<file path="src/design/als_pkg.sv">
// Purpose: constants and carriers for the alert summary status block
// Assumes: 16-bit register port, 4-bit word address
// Notes:   offsets are word indices on the plain register port
`default_nettype none
package als_pkg;
  localparam int ADDR_W = 4;
  localparam int DATA_W = 16;
  localparam int AUX_N  = 6;
  localparam int CAL_N  = 5;
  localparam int CB_N   = 5;
  localparam int DIAG_W = 16;

  // register word offsets
  localparam logic [3:0] OFF_SUMMARY = 4'h0;
  localparam logic [3:0] OFF_IFERR   = 4'h1;
  localparam logic [3:0] OFF_SOURCE  = 4'h2;
  localparam logic [3:0] OFF_IRQEN   = 4'h3;
  localparam logic [3:0] OFF_CBSTAT  = 4'h4;
  localparam logic [3:0] OFF_CBCTRL  = 4'h5;
  localparam logic [3:0] OFF_EVENT   = 4'h6;
  localparam logic [3:0] OFF_EVMASK  = 4'h7;

  // summary register bit positions
  localparam int SUM_AUXOV = 8;
  localparam int SUM_AUXUV = 7;
  localparam int SUM_PEC   = 5;
  localparam int SUM_IFC   = 4;
  localparam int SUM_CAL   = 3;
  localparam int SUM_CBAL  = 2;
  localparam int SUM_FM2   = 1;
  localparam int SUM_FM1   = 0;
  localparam logic [15:0] SUM_USED = 16'h01bf;

  // interface error register bit positions
  localparam int IF_PECUP = 15;
  localparam int IF_PECDN = 14;
  localparam int IF_MANUP = 13;
  localparam int IF_MANDN = 12;
  localparam int IF_PARUP = 11;
  localparam int IF_PARDN = 10;
  localparam int IF_DUAL  = 9;
  localparam int IF_I2C   = 2;
  localparam int IF_RJCT  = 0;
  localparam logic [15:0] IF_W0C_MASK = 16'hfe01;
  localparam logic [15:0] IF_IFC_MASK = 16'h3e01;

  // source register fields
  localparam int SRC_CAL_LSB  = 0;
  localparam int SRC_AUX_LSB  = 8;
  // irq enable fields
  localparam int IRQ_CAL_LSB  = 0;
  localparam int IRQ_CB_LSB   = 8;
  localparam logic [15:0] IRQEN_RESET = 16'h1f1f;
  // balancing status fields
  localparam int CB_ALERT_LSB = 0;
  localparam int CB_STATE_LSB = 8;
  localparam int CB_TIMEOUT = 0;
  localparam int CB_TEMP    = 1;
  localparam int CB_CAL     = 2;
  localparam int CB_NOTIFY  = 3;
  localparam int CB_DONE    = 4;
  localparam int CTRL_START = 0;

  typedef enum logic [1:0] {
    CB_IDLE   = 2'b00,
    CB_ACTIVE = 2'b01,
    CB_FINISH = 2'b10,
    CB_FAULT  = 2'b11
  } als_cb_state_t;

  typedef struct packed {
    logic [AUX_N-1:0]  adcAuxOv;
    logic [AUX_N-1:0]  compAuxOv;
    logic [AUX_N-1:0]  adcAuxUv;
    logic [AUX_N-1:0]  compAuxUv;
    logic [AUX_N-1:0]  auxEnable;
    logic              acqDone;
    logic              pecUpErr;
    logic              pecDnErr;
    logic              manUpErr;
    logic              manDnErr;
    logic              parUpErr;
    logic              parDnErr;
    logic              dualFault;
    logic              rejectErr;
    logic              i2cAlert;
    logic              i2cEnable;
    logic [CAL_N-1:0]  calFault;
    logic              cbTimeout;
    logic              cbTemp;
    logic              cbNotify;
    logic              cbFinished;
    logic [DIAG_W-1:0] failDiagOne;
    logic [DIAG_W-1:0] failDiagTwo;
  } als_alerts_t;

  typedef struct packed {
    logic [ADDR_W-1:0] addr;
    logic [DATA_W-1:0] wdata;
    logic              wr;
    logic              rd;
  } als_req_t;
endpackage : als_pkg
`default_nettype wire

</file>
<file path="src/design/als_summary.sv">
// Purpose: alert summary status bits 8..0 with their component alert registers
// Assumes: single 10 MHz clock, async active-high reset, synchronous inputs
// Notes:   read data valid the cycle after the read strobe; never stalls
//
// The register addresses and the strobed register port were decided locally.
`default_nettype none
module als_summary
#(
  parameter int AUX_N  = als_pkg::AUX_N,
  parameter int DIAG_W = als_pkg::DIAG_W
)
(
  input  wire logic                       clk,
  input  wire logic                       reset,
  input  wire als_pkg::als_req_t          req,
  input  wire als_pkg::als_alerts_t       alerts,
  output logic [als_pkg::DATA_W-1:0]      rdata,
  output logic [als_pkg::DATA_W-1:0]      alertSummaryStatus,
  output logic [1:0]                      balancingActivityState,
  output logic                            balancingRun,
  output logic                            irq
);
  // carrier struct fixes the alert widths
  if (AUX_N != als_pkg::AUX_N || DIAG_W != als_pkg::DIAG_W)
  begin : g_bad_width
    $error("als_summary: alert widths are fixed by the carrier struct");
  end

  typedef struct packed {
    logic                        auxOv;
    logic                        auxUv;
    logic [3:0]                  srcAux;
    logic [15:0]                 ifErr;
    logic [als_pkg::CAL_N-1:0]   calFlt;
    logic [15:0]                 irqEn;
    logic [als_pkg::CB_N-1:0]    cbAlert;
    als_pkg::als_cb_state_t      cbState;
    logic [15:0]                 evt;
    logic [15:0]                 evtMask;
    logic [15:0]                 prevSum;
    logic [15:0]                 rdata;
  } als_state_t;

  als_state_t st;
  als_state_t next_st;

  logic [15:0] summary;
  logic [15:0] ifView;
  logic [15:0] srcView;
  logic [15:0] cbView;
  logic        anyOv;
  logic        anyUv;
  logic [3:0]  auxNow;
  logic        wrIf;
  logic        wrSrc;
  logic        wrCb;
  logic [15:0] ifSet;
  logic [als_pkg::CAL_N-1:0] calMask;
  logic [als_pkg::CB_N-1:0]  cbMask;
  logic [als_pkg::CB_N-1:0]  cbSet;

  always_comb
  begin
    // enabled aux conditions per path
    auxNow[0] = |(alerts.adcAuxOv  & alerts.auxEnable);
    auxNow[1] = |(alerts.compAuxOv & alerts.auxEnable);
    auxNow[2] = |(alerts.adcAuxUv  & alerts.auxEnable);
    auxNow[3] = |(alerts.compAuxUv & alerts.auxEnable);
    anyOv = auxNow[0] | auxNow[1];
    anyUv = auxNow[2] | auxNow[3];
    calMask = st.irqEn[als_pkg::IRQ_CAL_LSB +: als_pkg::CAL_N];
    cbMask  = st.irqEn[als_pkg::IRQ_CB_LSB +: als_pkg::CB_N];

    ifView = st.ifErr;
    ifView[als_pkg::IF_I2C] = alerts.i2cAlert & alerts.i2cEnable;

    summary = '0;
    summary[als_pkg::SUM_AUXOV] = st.auxOv;
    summary[als_pkg::SUM_AUXUV] = st.auxUv;
    summary[als_pkg::SUM_PEC] = st.ifErr[als_pkg::IF_PECUP]
                              | st.ifErr[als_pkg::IF_PECDN];
    // packet-check bits are outside the interface mask
    summary[als_pkg::SUM_IFC] = |(ifView & (als_pkg::IF_IFC_MASK
                              | (16'h0001 << als_pkg::IF_I2C)));
    summary[als_pkg::SUM_CAL]  = |(st.calFlt & calMask);
    summary[als_pkg::SUM_CBAL] = |(st.cbAlert & cbMask);
    summary[als_pkg::SUM_FM2]  = |alerts.failDiagTwo;
    summary[als_pkg::SUM_FM1]  = |alerts.failDiagOne;

    srcView = '0;
    srcView[als_pkg::SRC_CAL_LSB +: als_pkg::CAL_N] = st.calFlt;
    srcView[als_pkg::SRC_AUX_LSB +: 4] = st.srcAux;

    cbView = '0;
    cbView[als_pkg::CB_ALERT_LSB +: als_pkg::CB_N] = st.cbAlert;
    cbView[als_pkg::CB_STATE_LSB +: 2] = st.cbState;

    wrIf  = req.wr && req.addr == als_pkg::OFF_IFERR;
    wrSrc = req.wr && req.addr == als_pkg::OFF_SOURCE;
    wrCb  = req.wr && req.addr == als_pkg::OFF_CBSTAT;

    ifSet = '0;
    ifSet[als_pkg::IF_PECUP] = alerts.pecUpErr;
    ifSet[als_pkg::IF_PECDN] = alerts.pecDnErr;
    ifSet[als_pkg::IF_MANUP] = alerts.manUpErr;
    ifSet[als_pkg::IF_MANDN] = alerts.manDnErr;
    ifSet[als_pkg::IF_PARUP] = alerts.parUpErr;
    ifSet[als_pkg::IF_PARDN] = alerts.parDnErr;
    ifSet[als_pkg::IF_DUAL]  = alerts.dualFault;
    ifSet[als_pkg::IF_RJCT]  = alerts.rejectErr;

    next_st = st;

    // aux summaries latch until the next acquisition
    if (alerts.acqDone)
    begin
      next_st.auxOv  = anyOv;
      next_st.auxUv  = anyUv;
      next_st.srcAux = auxNow;
    end
    else
    begin
      next_st.auxOv  = st.auxOv | anyOv;
      next_st.auxUv  = st.auxUv | anyUv;
      next_st.srcAux = st.srcAux | auxNow;
    end

    // write 0 clears, write 1 ignored, new error wins
    next_st.ifErr = st.ifErr;
    if (wrIf)
      next_st.ifErr = st.ifErr & ~(~req.wdata & als_pkg::IF_W0C_MASK);
    next_st.ifErr = (next_st.ifErr | ifSet) & als_pkg::IF_W0C_MASK;

    next_st.calFlt = st.calFlt;
    if (wrSrc)
      next_st.calFlt = st.calFlt & req.wdata[als_pkg::SRC_CAL_LSB +: als_pkg::CAL_N];
    next_st.calFlt = next_st.calFlt | alerts.calFault;

    if (req.wr && req.addr == als_pkg::OFF_IRQEN)
      next_st.irqEn = req.wdata & als_pkg::IRQEN_RESET;

    // balancing sequencer
    cbSet = '0;
    cbSet[als_pkg::CB_TIMEOUT] = alerts.cbTimeout;
    cbSet[als_pkg::CB_TEMP]    = alerts.cbTemp;
    cbSet[als_pkg::CB_NOTIFY]  = alerts.cbNotify;
    case (st.cbState)
      als_pkg::CB_IDLE, als_pkg::CB_FINISH, als_pkg::CB_FAULT:
      begin
        if (req.wr && req.addr == als_pkg::OFF_CBCTRL
            && req.wdata[als_pkg::CTRL_START])
          next_st.cbState = als_pkg::CB_ACTIVE;
      end
      als_pkg::CB_ACTIVE:
      begin
        if (|alerts.calFault)
        begin
          next_st.cbState = als_pkg::CB_FAULT;
          cbSet[als_pkg::CB_CAL] = 1'b1;
        end
        else if (alerts.cbFinished)
        begin
          next_st.cbState = als_pkg::CB_FINISH;
          cbSet[als_pkg::CB_DONE] = 1'b1;
        end
      end
      default:
        next_st.cbState = als_pkg::CB_IDLE;
    endcase

    next_st.cbAlert = st.cbAlert;
    if (wrCb)
      next_st.cbAlert = st.cbAlert & req.wdata[als_pkg::CB_ALERT_LSB +: als_pkg::CB_N];
    next_st.cbAlert = next_st.cbAlert | cbSet;

    // summary rising edges feed the event register, write 1 clears
    next_st.prevSum = summary;
    next_st.evt = st.evt;
    if (req.wr && req.addr == als_pkg::OFF_EVENT)
      next_st.evt = st.evt & ~req.wdata;
    next_st.evt = (next_st.evt | (summary & ~st.prevSum)) & als_pkg::SUM_USED;
    if (req.wr && req.addr == als_pkg::OFF_EVMASK)
      next_st.evtMask = req.wdata & als_pkg::SUM_USED;

    // writes to OFF_SUMMARY fall through: derived bits only
    next_st.rdata = st.rdata;
    if (req.rd)
    begin
      case (req.addr)
        als_pkg::OFF_SUMMARY: next_st.rdata = summary;
        als_pkg::OFF_IFERR:   next_st.rdata = ifView;
        als_pkg::OFF_SOURCE:  next_st.rdata = srcView;
        als_pkg::OFF_IRQEN:   next_st.rdata = st.irqEn;
        als_pkg::OFF_CBSTAT:  next_st.rdata = cbView;
        als_pkg::OFF_EVENT:   next_st.rdata = st.evt;
        als_pkg::OFF_EVMASK:  next_st.rdata = st.evtMask;
        default:              next_st.rdata = '0;
      endcase
    end
  end

  always_ff @(posedge clk or posedge reset)
  begin
    if (reset)
    begin
      st         <= '0;
      st.irqEn   <= als_pkg::IRQEN_RESET;
      st.cbState <= als_pkg::CB_IDLE;
    end
    else
      st <= next_st;
  end

  assign rdata                  = st.rdata;
  assign alertSummaryStatus     = summary;
  assign balancingActivityState = st.cbState;
  assign balancingRun           = st.cbState == als_pkg::CB_ACTIVE;
  assign irq                    = |(st.evt & st.evtMask);
endmodule : als_summary
`default_nettype wire

</file>
<file path="config.mk">
export PLATFORM = sky130hd
export DESIGN_NAME = als_summary
export DESIGN_NICKNAME = d
export VERILOG_FILES = /design/src/design/als_pkg.sv /design/src/design/als_summary.sv
export SDC_FILE = /design/constraint.sdc
export NUM_CORES = 1
export LEC_CHECK = 0
export BUFFER_PORTS_ARGS = -buffer_cell sky130_fd_sc_hd__buf_2
export CAP_MARGIN = 5
export CORE_UTILIZATION = 56
export CTS_BUF_LIST = sky130_fd_sc_hd__clkbuf_4
export DETAILED_ROUTE_END_ITERATION = 16
export PLACE_DENSITY = 0.86
export SETUP_SLACK_MARGIN = 0.15
export SLEW_MARGIN = 20
export SYNTH_ARGS = -nofsm -noshare
export SYNTH_HDL_FRONTEND = slang
export SYNTH_SLANG_ARGS = --single-unit
</file>
<file path="constraint.sdc">
create_clock -name clk -period 3.5 [get_ports clk]
set_input_delay 0.35 -clock clk [delete_from_list [all_inputs] [get_ports clk]]
set_output_delay 0.35 -clock clk [all_outputs]
set_load 0.03 [all_outputs]
</file>
# After elaboration in Yosys (flattened, before gate mapping)
# Cells that the tools add are included.
classes:
  addsub: 0
  n_mul: 0
  div: 0
  order_cmp: 0
  eq_ne: 12
  shift: 0
  muxes: 15
  n_bitwise: 26
  n_reduce_logical: 23
ops:
  columns: ["cell", "n"]
  rows:
  - ["one-hot mux 16 bit (7 select lines)", 1]
  - ["OR reduction 16 bit", 3]
  - ["NOT 16 bit", 2]
  - ["bitwise AND 9 bit", 3]
  - ["bitwise AND 6 bit", 4]
  - ["OR reduction 6 bit", 4]
  - ["bitwise AND 5 bit", 4]
  - ["bitwise AND 16 bit", 1]
  - ["equality test 4 x 3 -> 1 bit, second input constant", 4]
  - ["2-to-1 mux 16 bit", 1]
  - ["bitwise OR 16 bit", 1]
  - ["OR reduction 5 bit", 3]
  - ["2-to-1 mux 5 bit", 2]
  - ["bitwise OR 5 bit", 2]
  - ["2-to-1 mux 9 bit", 1]
  - ["NOT 9 bit", 1]
  - ["bitwise OR 9 bit", 1]
  - ["equality test 4 x 2 -> 1 bit, second input constant", 2]
  - ["logical AND 1 bit", 8]
  - ["OR reduction 7 bit", 1]
  - ["2-to-1 mux 2 bit", 3]
  - ["2-to-1 mux 6 bit", 1]
  - ["2-to-1 mux 1 bit", 5]
  - ["bitwise OR 1 bit", 5]
  - ["12 further kinds", 13]
totals:
  regBits: 76
  latch_bits: 0
  ram_bits: 0
  rom_bits: 0
  in_bits: 106
  output_inout_bits: 36
  n_memories: 0

# Logic depth before layout (Yosys ltp)
logic_depth:
  depth_word: 5
  ltp_mapped: 6
  depth_no_buf: 4

# Least setup slack after synthesis
# No wires, ideal clock.
synth_timing:
  path_type: "reg2out"
  start: "reg st (netlist bit cbView[0])"
  end: "out alertSummaryStatus[2] (netlist name)"
  arrival_ps: 1052
  t_required_ps: 3150
  slack_ps: 2098
  path_stages_with_launch: 4
  cell_sequence: "dfrtp_1 > a222oi_1 > nand2_1 > buf_4"
synth_lines:
  columns: ["element", "line", "rtl"]
  rows:
  - ["start, declared", "als_summary.sv:44", "als_state_t st;"]
  - ["start signal, assigned", "als_summary.sv:211", "st <= next_st;"]
  - ["end, declared", "als_summary.sv:18", "output logic [als_pkg::DATA_W-1:0] alertSummaryStatus,"]

# Worst setup path after layout
layout_timing:
  start: "reg st (netlist bit ifView[13])"
  end: "out alertSummaryStatus[4] (netlist name)"
layout_via:
  elab_chain_len: 1
layout_rtl:
  columns: ["element", "line", "rtl"]
  rows:
  - ["OR reduction 7 bit", "als_summary.sv:83", "summary[als_pkg::SUM_IFC] = |(ifView & (als_pkg::IF_IFC_MASK"]
# Every way passes these cells.

==> results.yml <==
synthesis:
  synth_edf_count: 0
  synth_area_sq_um: 4030
  synthArstFlopShare_pct: 100
  synth.distinct_cells: 58
  seq_area_frac_synth_pct: 46.9
  ys_ff_latch: 75
  synthCells: 376
  yosys_most_used_dff: "dfrtp_1"
  synth_area_per_cell_sq_um: 10.7
  ys_warn_count: 0
route:
  ant_nets: 0
  routed_wl_mm: 9.85
  first_iter_violations: 360
  m1WireLength_mm: 4.16
  wl_met3_microns: 747
  route.detailed.drc: 0
  top_layer_used: "met4"
  via_count: 3394
  first_pass_iters: 5
  wl_met2_mm: 4.72
  vias_per_cell: 5.83
  post_drt_wl_per_cell_microns: 16.9
critical_path:
  critPathTopFamily: "simple AND/OR/NAND/NOR gates"
  cp-end-kind: "output port"
  path_max_fanout: 3
  worst_ep_required_time_ns: 3.15
  worstPathCellList: "nor4_1 > nand3_1 > buf_2"
  slowest_delay_ns: 0.44
  worstPathArrival_ns: 1.80
  critPathSlowestCell: "nor4_1"
  critPathLaunchType: "register"
  critPathKind: "reg2out"
  cp.buffers_inverters: 1
timing:
  grt_setup_unrepaired: "no"
  clock_skew_ns: 0.0154
  worst_pin_slew_ns: 0.623
  hold_ws_ns: 0.109
  fmax_ghz: 0.465
  relSlewSlack_pct: 58.5
  setup_violations: 0
  fin_crit_ns: 2.15
  post-route-period-util_pct: 61.4
  drv_slew: 0
  final_hold_viol_count: 0
  final.setup.tns_ns: 0
clocking:
  cts_num_sinks: 75
  clk_pin_slew_ns: 0.12
  cts_buffers: 9
  htree_levels: 3
  clk_latency_ns: 0.42
  post-cts-setup-buffer-count: 0
  root_buffer: "clkbuf_4"
  cts_tree: "built"
  cts_buffer_depth: 2
floorplanning:
  fp.coreArea_sq_um: 6870
  rows: 30
  die_x_microns: 86.8
  ioPinCount: 142
  die_h_microns: 86.8
  start_util_pct: 58.7
  dieArea_sq_um: 7540
global_route:
  first_global_vias: 3207
  antenna_found_initial: 0
  grt_max_degree: 39
  grt_pass1_wl_mm: 15.7
  grt_usage_pct: 27.8
  grt.overflow.total: 0
finish:
  area_growth_pct: 16.1
  fill_cells: 542
  final_nets: 587
  drive_above_1_share_pct: 38.5
  diodes: 0
placed_design:
  gp_congestion: 0.912
  hpwl_mm: 7.61
  port_buffers: 131
power:
  peakVddDrop_v: 0.000270
  p_sw_mw: 0.618
  powerDensity_nw_per_um2: 462
  power_mw: 2.16
  swShare_pct: 28.6
  p_leak_nw: 2.13
  pwr-share-seq_pct: 49.3
  combPwrFrac_pct: 20.5
  p_clk_share_pct: 30.2
  power.internal_mw: 1.54
worst_hold_path:
  hold_class: "in2reg"
flow_run:
  drv_cap: 0
outcome:
  status: "completed"
==> path summary, 6_finish.rpt <==
check	from	to	slack, ns	depth (start not counted)
max reg2reg	cbView[0]	rdata[2]	1.89	4
max	ifView[13]	alertSummaryStatus[4]	1.35	3
min reg2reg	st[21]	st[53]	0.44	1
min	alerts[44]	ifView[9]	0.11	2
min in group asynchronous	reset	st[17]	0.40	3
max in group asynchronous	reset	calMask[0]	2.31	4
==> metrics by stage <==
step / setup slack [ns] / util (%) / cells / instance area [sq um]
after global routing: 1.20 / 68.1 / 582 / 4680
after global placement: 1.57 / 65.3 / 565 / 4490
after detailed placement: 1.52 / 65.3 / 565 / 4490
after CTS: 1.32 / 68.1 / 582 / 4680
after floorplan: 1.26 / - / 384 / 4060
final: 1.35 / 68.1 / 582 / 4680
==> worst register-to-register path: cells and delay by family, from the launching register on <==
kind	cells	cell delay [ns]
flops	1	0.41
simple gates	1	0.21
compound gates	3	0.87
==> placed cells by master (no fill, tap or decap), drive strengths merged, types with 10 or more instances in the layout <==
master and instances:
inv 16, nand3b 10, o2bb2ai 12, buf 133
nand3 10, nand2b 18, mux2 18, o21ai 29
a22oi 17, nor4 11, nand2 30, dfrtp 65
dfstp 10, clkbuf 10
==> flip-flops by register name (all words and copies together) (netlist names) <==
signal	count
alertSummaryStatus	2
balancingActivityState	2
calMask	5
cbMask	5
cbView	5
ifView	8
rdata	15
srcView	9
st	24
==> synth_stat cells (7+ instances only) <==
| cell type | n | area share (%) |
|---|---|---|
| dfrtp_1 | 65 | 40 |
| a22o_1 | 7 | 1.5 |
| nand2b_1 | 18 | 2.8 |
| nand2_1 | 29 | 2.7 |
| o2bb2ai_1 | 12 | 2.6 |
| o21ai_0 | 27 | 3.4 |
| buf_4 | 38 | 7.1 |
| nand3b_1 | 10 | 1.9 |
| mux2i_1 | 9 | 2.2 |
| mux2_4 | 8 | 3.0 |
| a22oi_1 | 17 | 3.2 |
| mux2_2 | 10 | 2.8 |
| nand3_1 | 9 | 1.1 |
| inv_1 | 16 | 1.5 |
| nor4_1 | 10 | 1.6 |
| dfstp_2 | 10 | 6.5 |
==> final cells by class <==
class	count	area, sq um	area share (%)
flip-flops and latches	75	1890	40.4
multi-input cells	245	1750	37.3
repair buffers	134	681	14.6
well taps	96	120	2.57
clock inverters	6	105	2.25
clock buffers	10	75.1	1.61
inverters	16	60.1	1.28
==> cells by family (layout without fill, tap and decap cells) <==
kind of cell	Yosys count	in the layout	synth area share (%)
AOI/OAI and AO/OA	100	100	18.0
buffers and inverters	64	166	10.5
DFF	75	75	46.9
muxes	27	27	8.01
other	1	9	0.0931
and+or+nand+nor	109	109	16.4
==> power groups by stage <==
stage | Clock [mW] | Sequential (mW) | Combinational [mW]
2_1_floorplan | 0 | 1.04 | 0.344
3_3_place_gp | 0 | 1.07 | 0.428
3_5_place_dp | 0 | 1.08 | 0.440
4_1_cts | 0.663 | 1.06 | 0.442
5_1_grt | 0.702 | 1.07 | 0.480
6_report | 0.653 | 1.06 | 0.443
==> layer usage <==
metal,up-vias,track usage [%]
li1,1565,-
met3,22,4.48
met5,-,0
met4,0,13.3
met1,1617,36.4
met2,190,45.4
==> timing repair <==
action | CTS | global route
hold endpoints to repair | 12 | 0
hold buffers | 1 | 0
resized for setup | 0 | 0
endpoints found under the setup margin | 0 | 0
No activity file was read; power rests on OpenSTA's default activity.
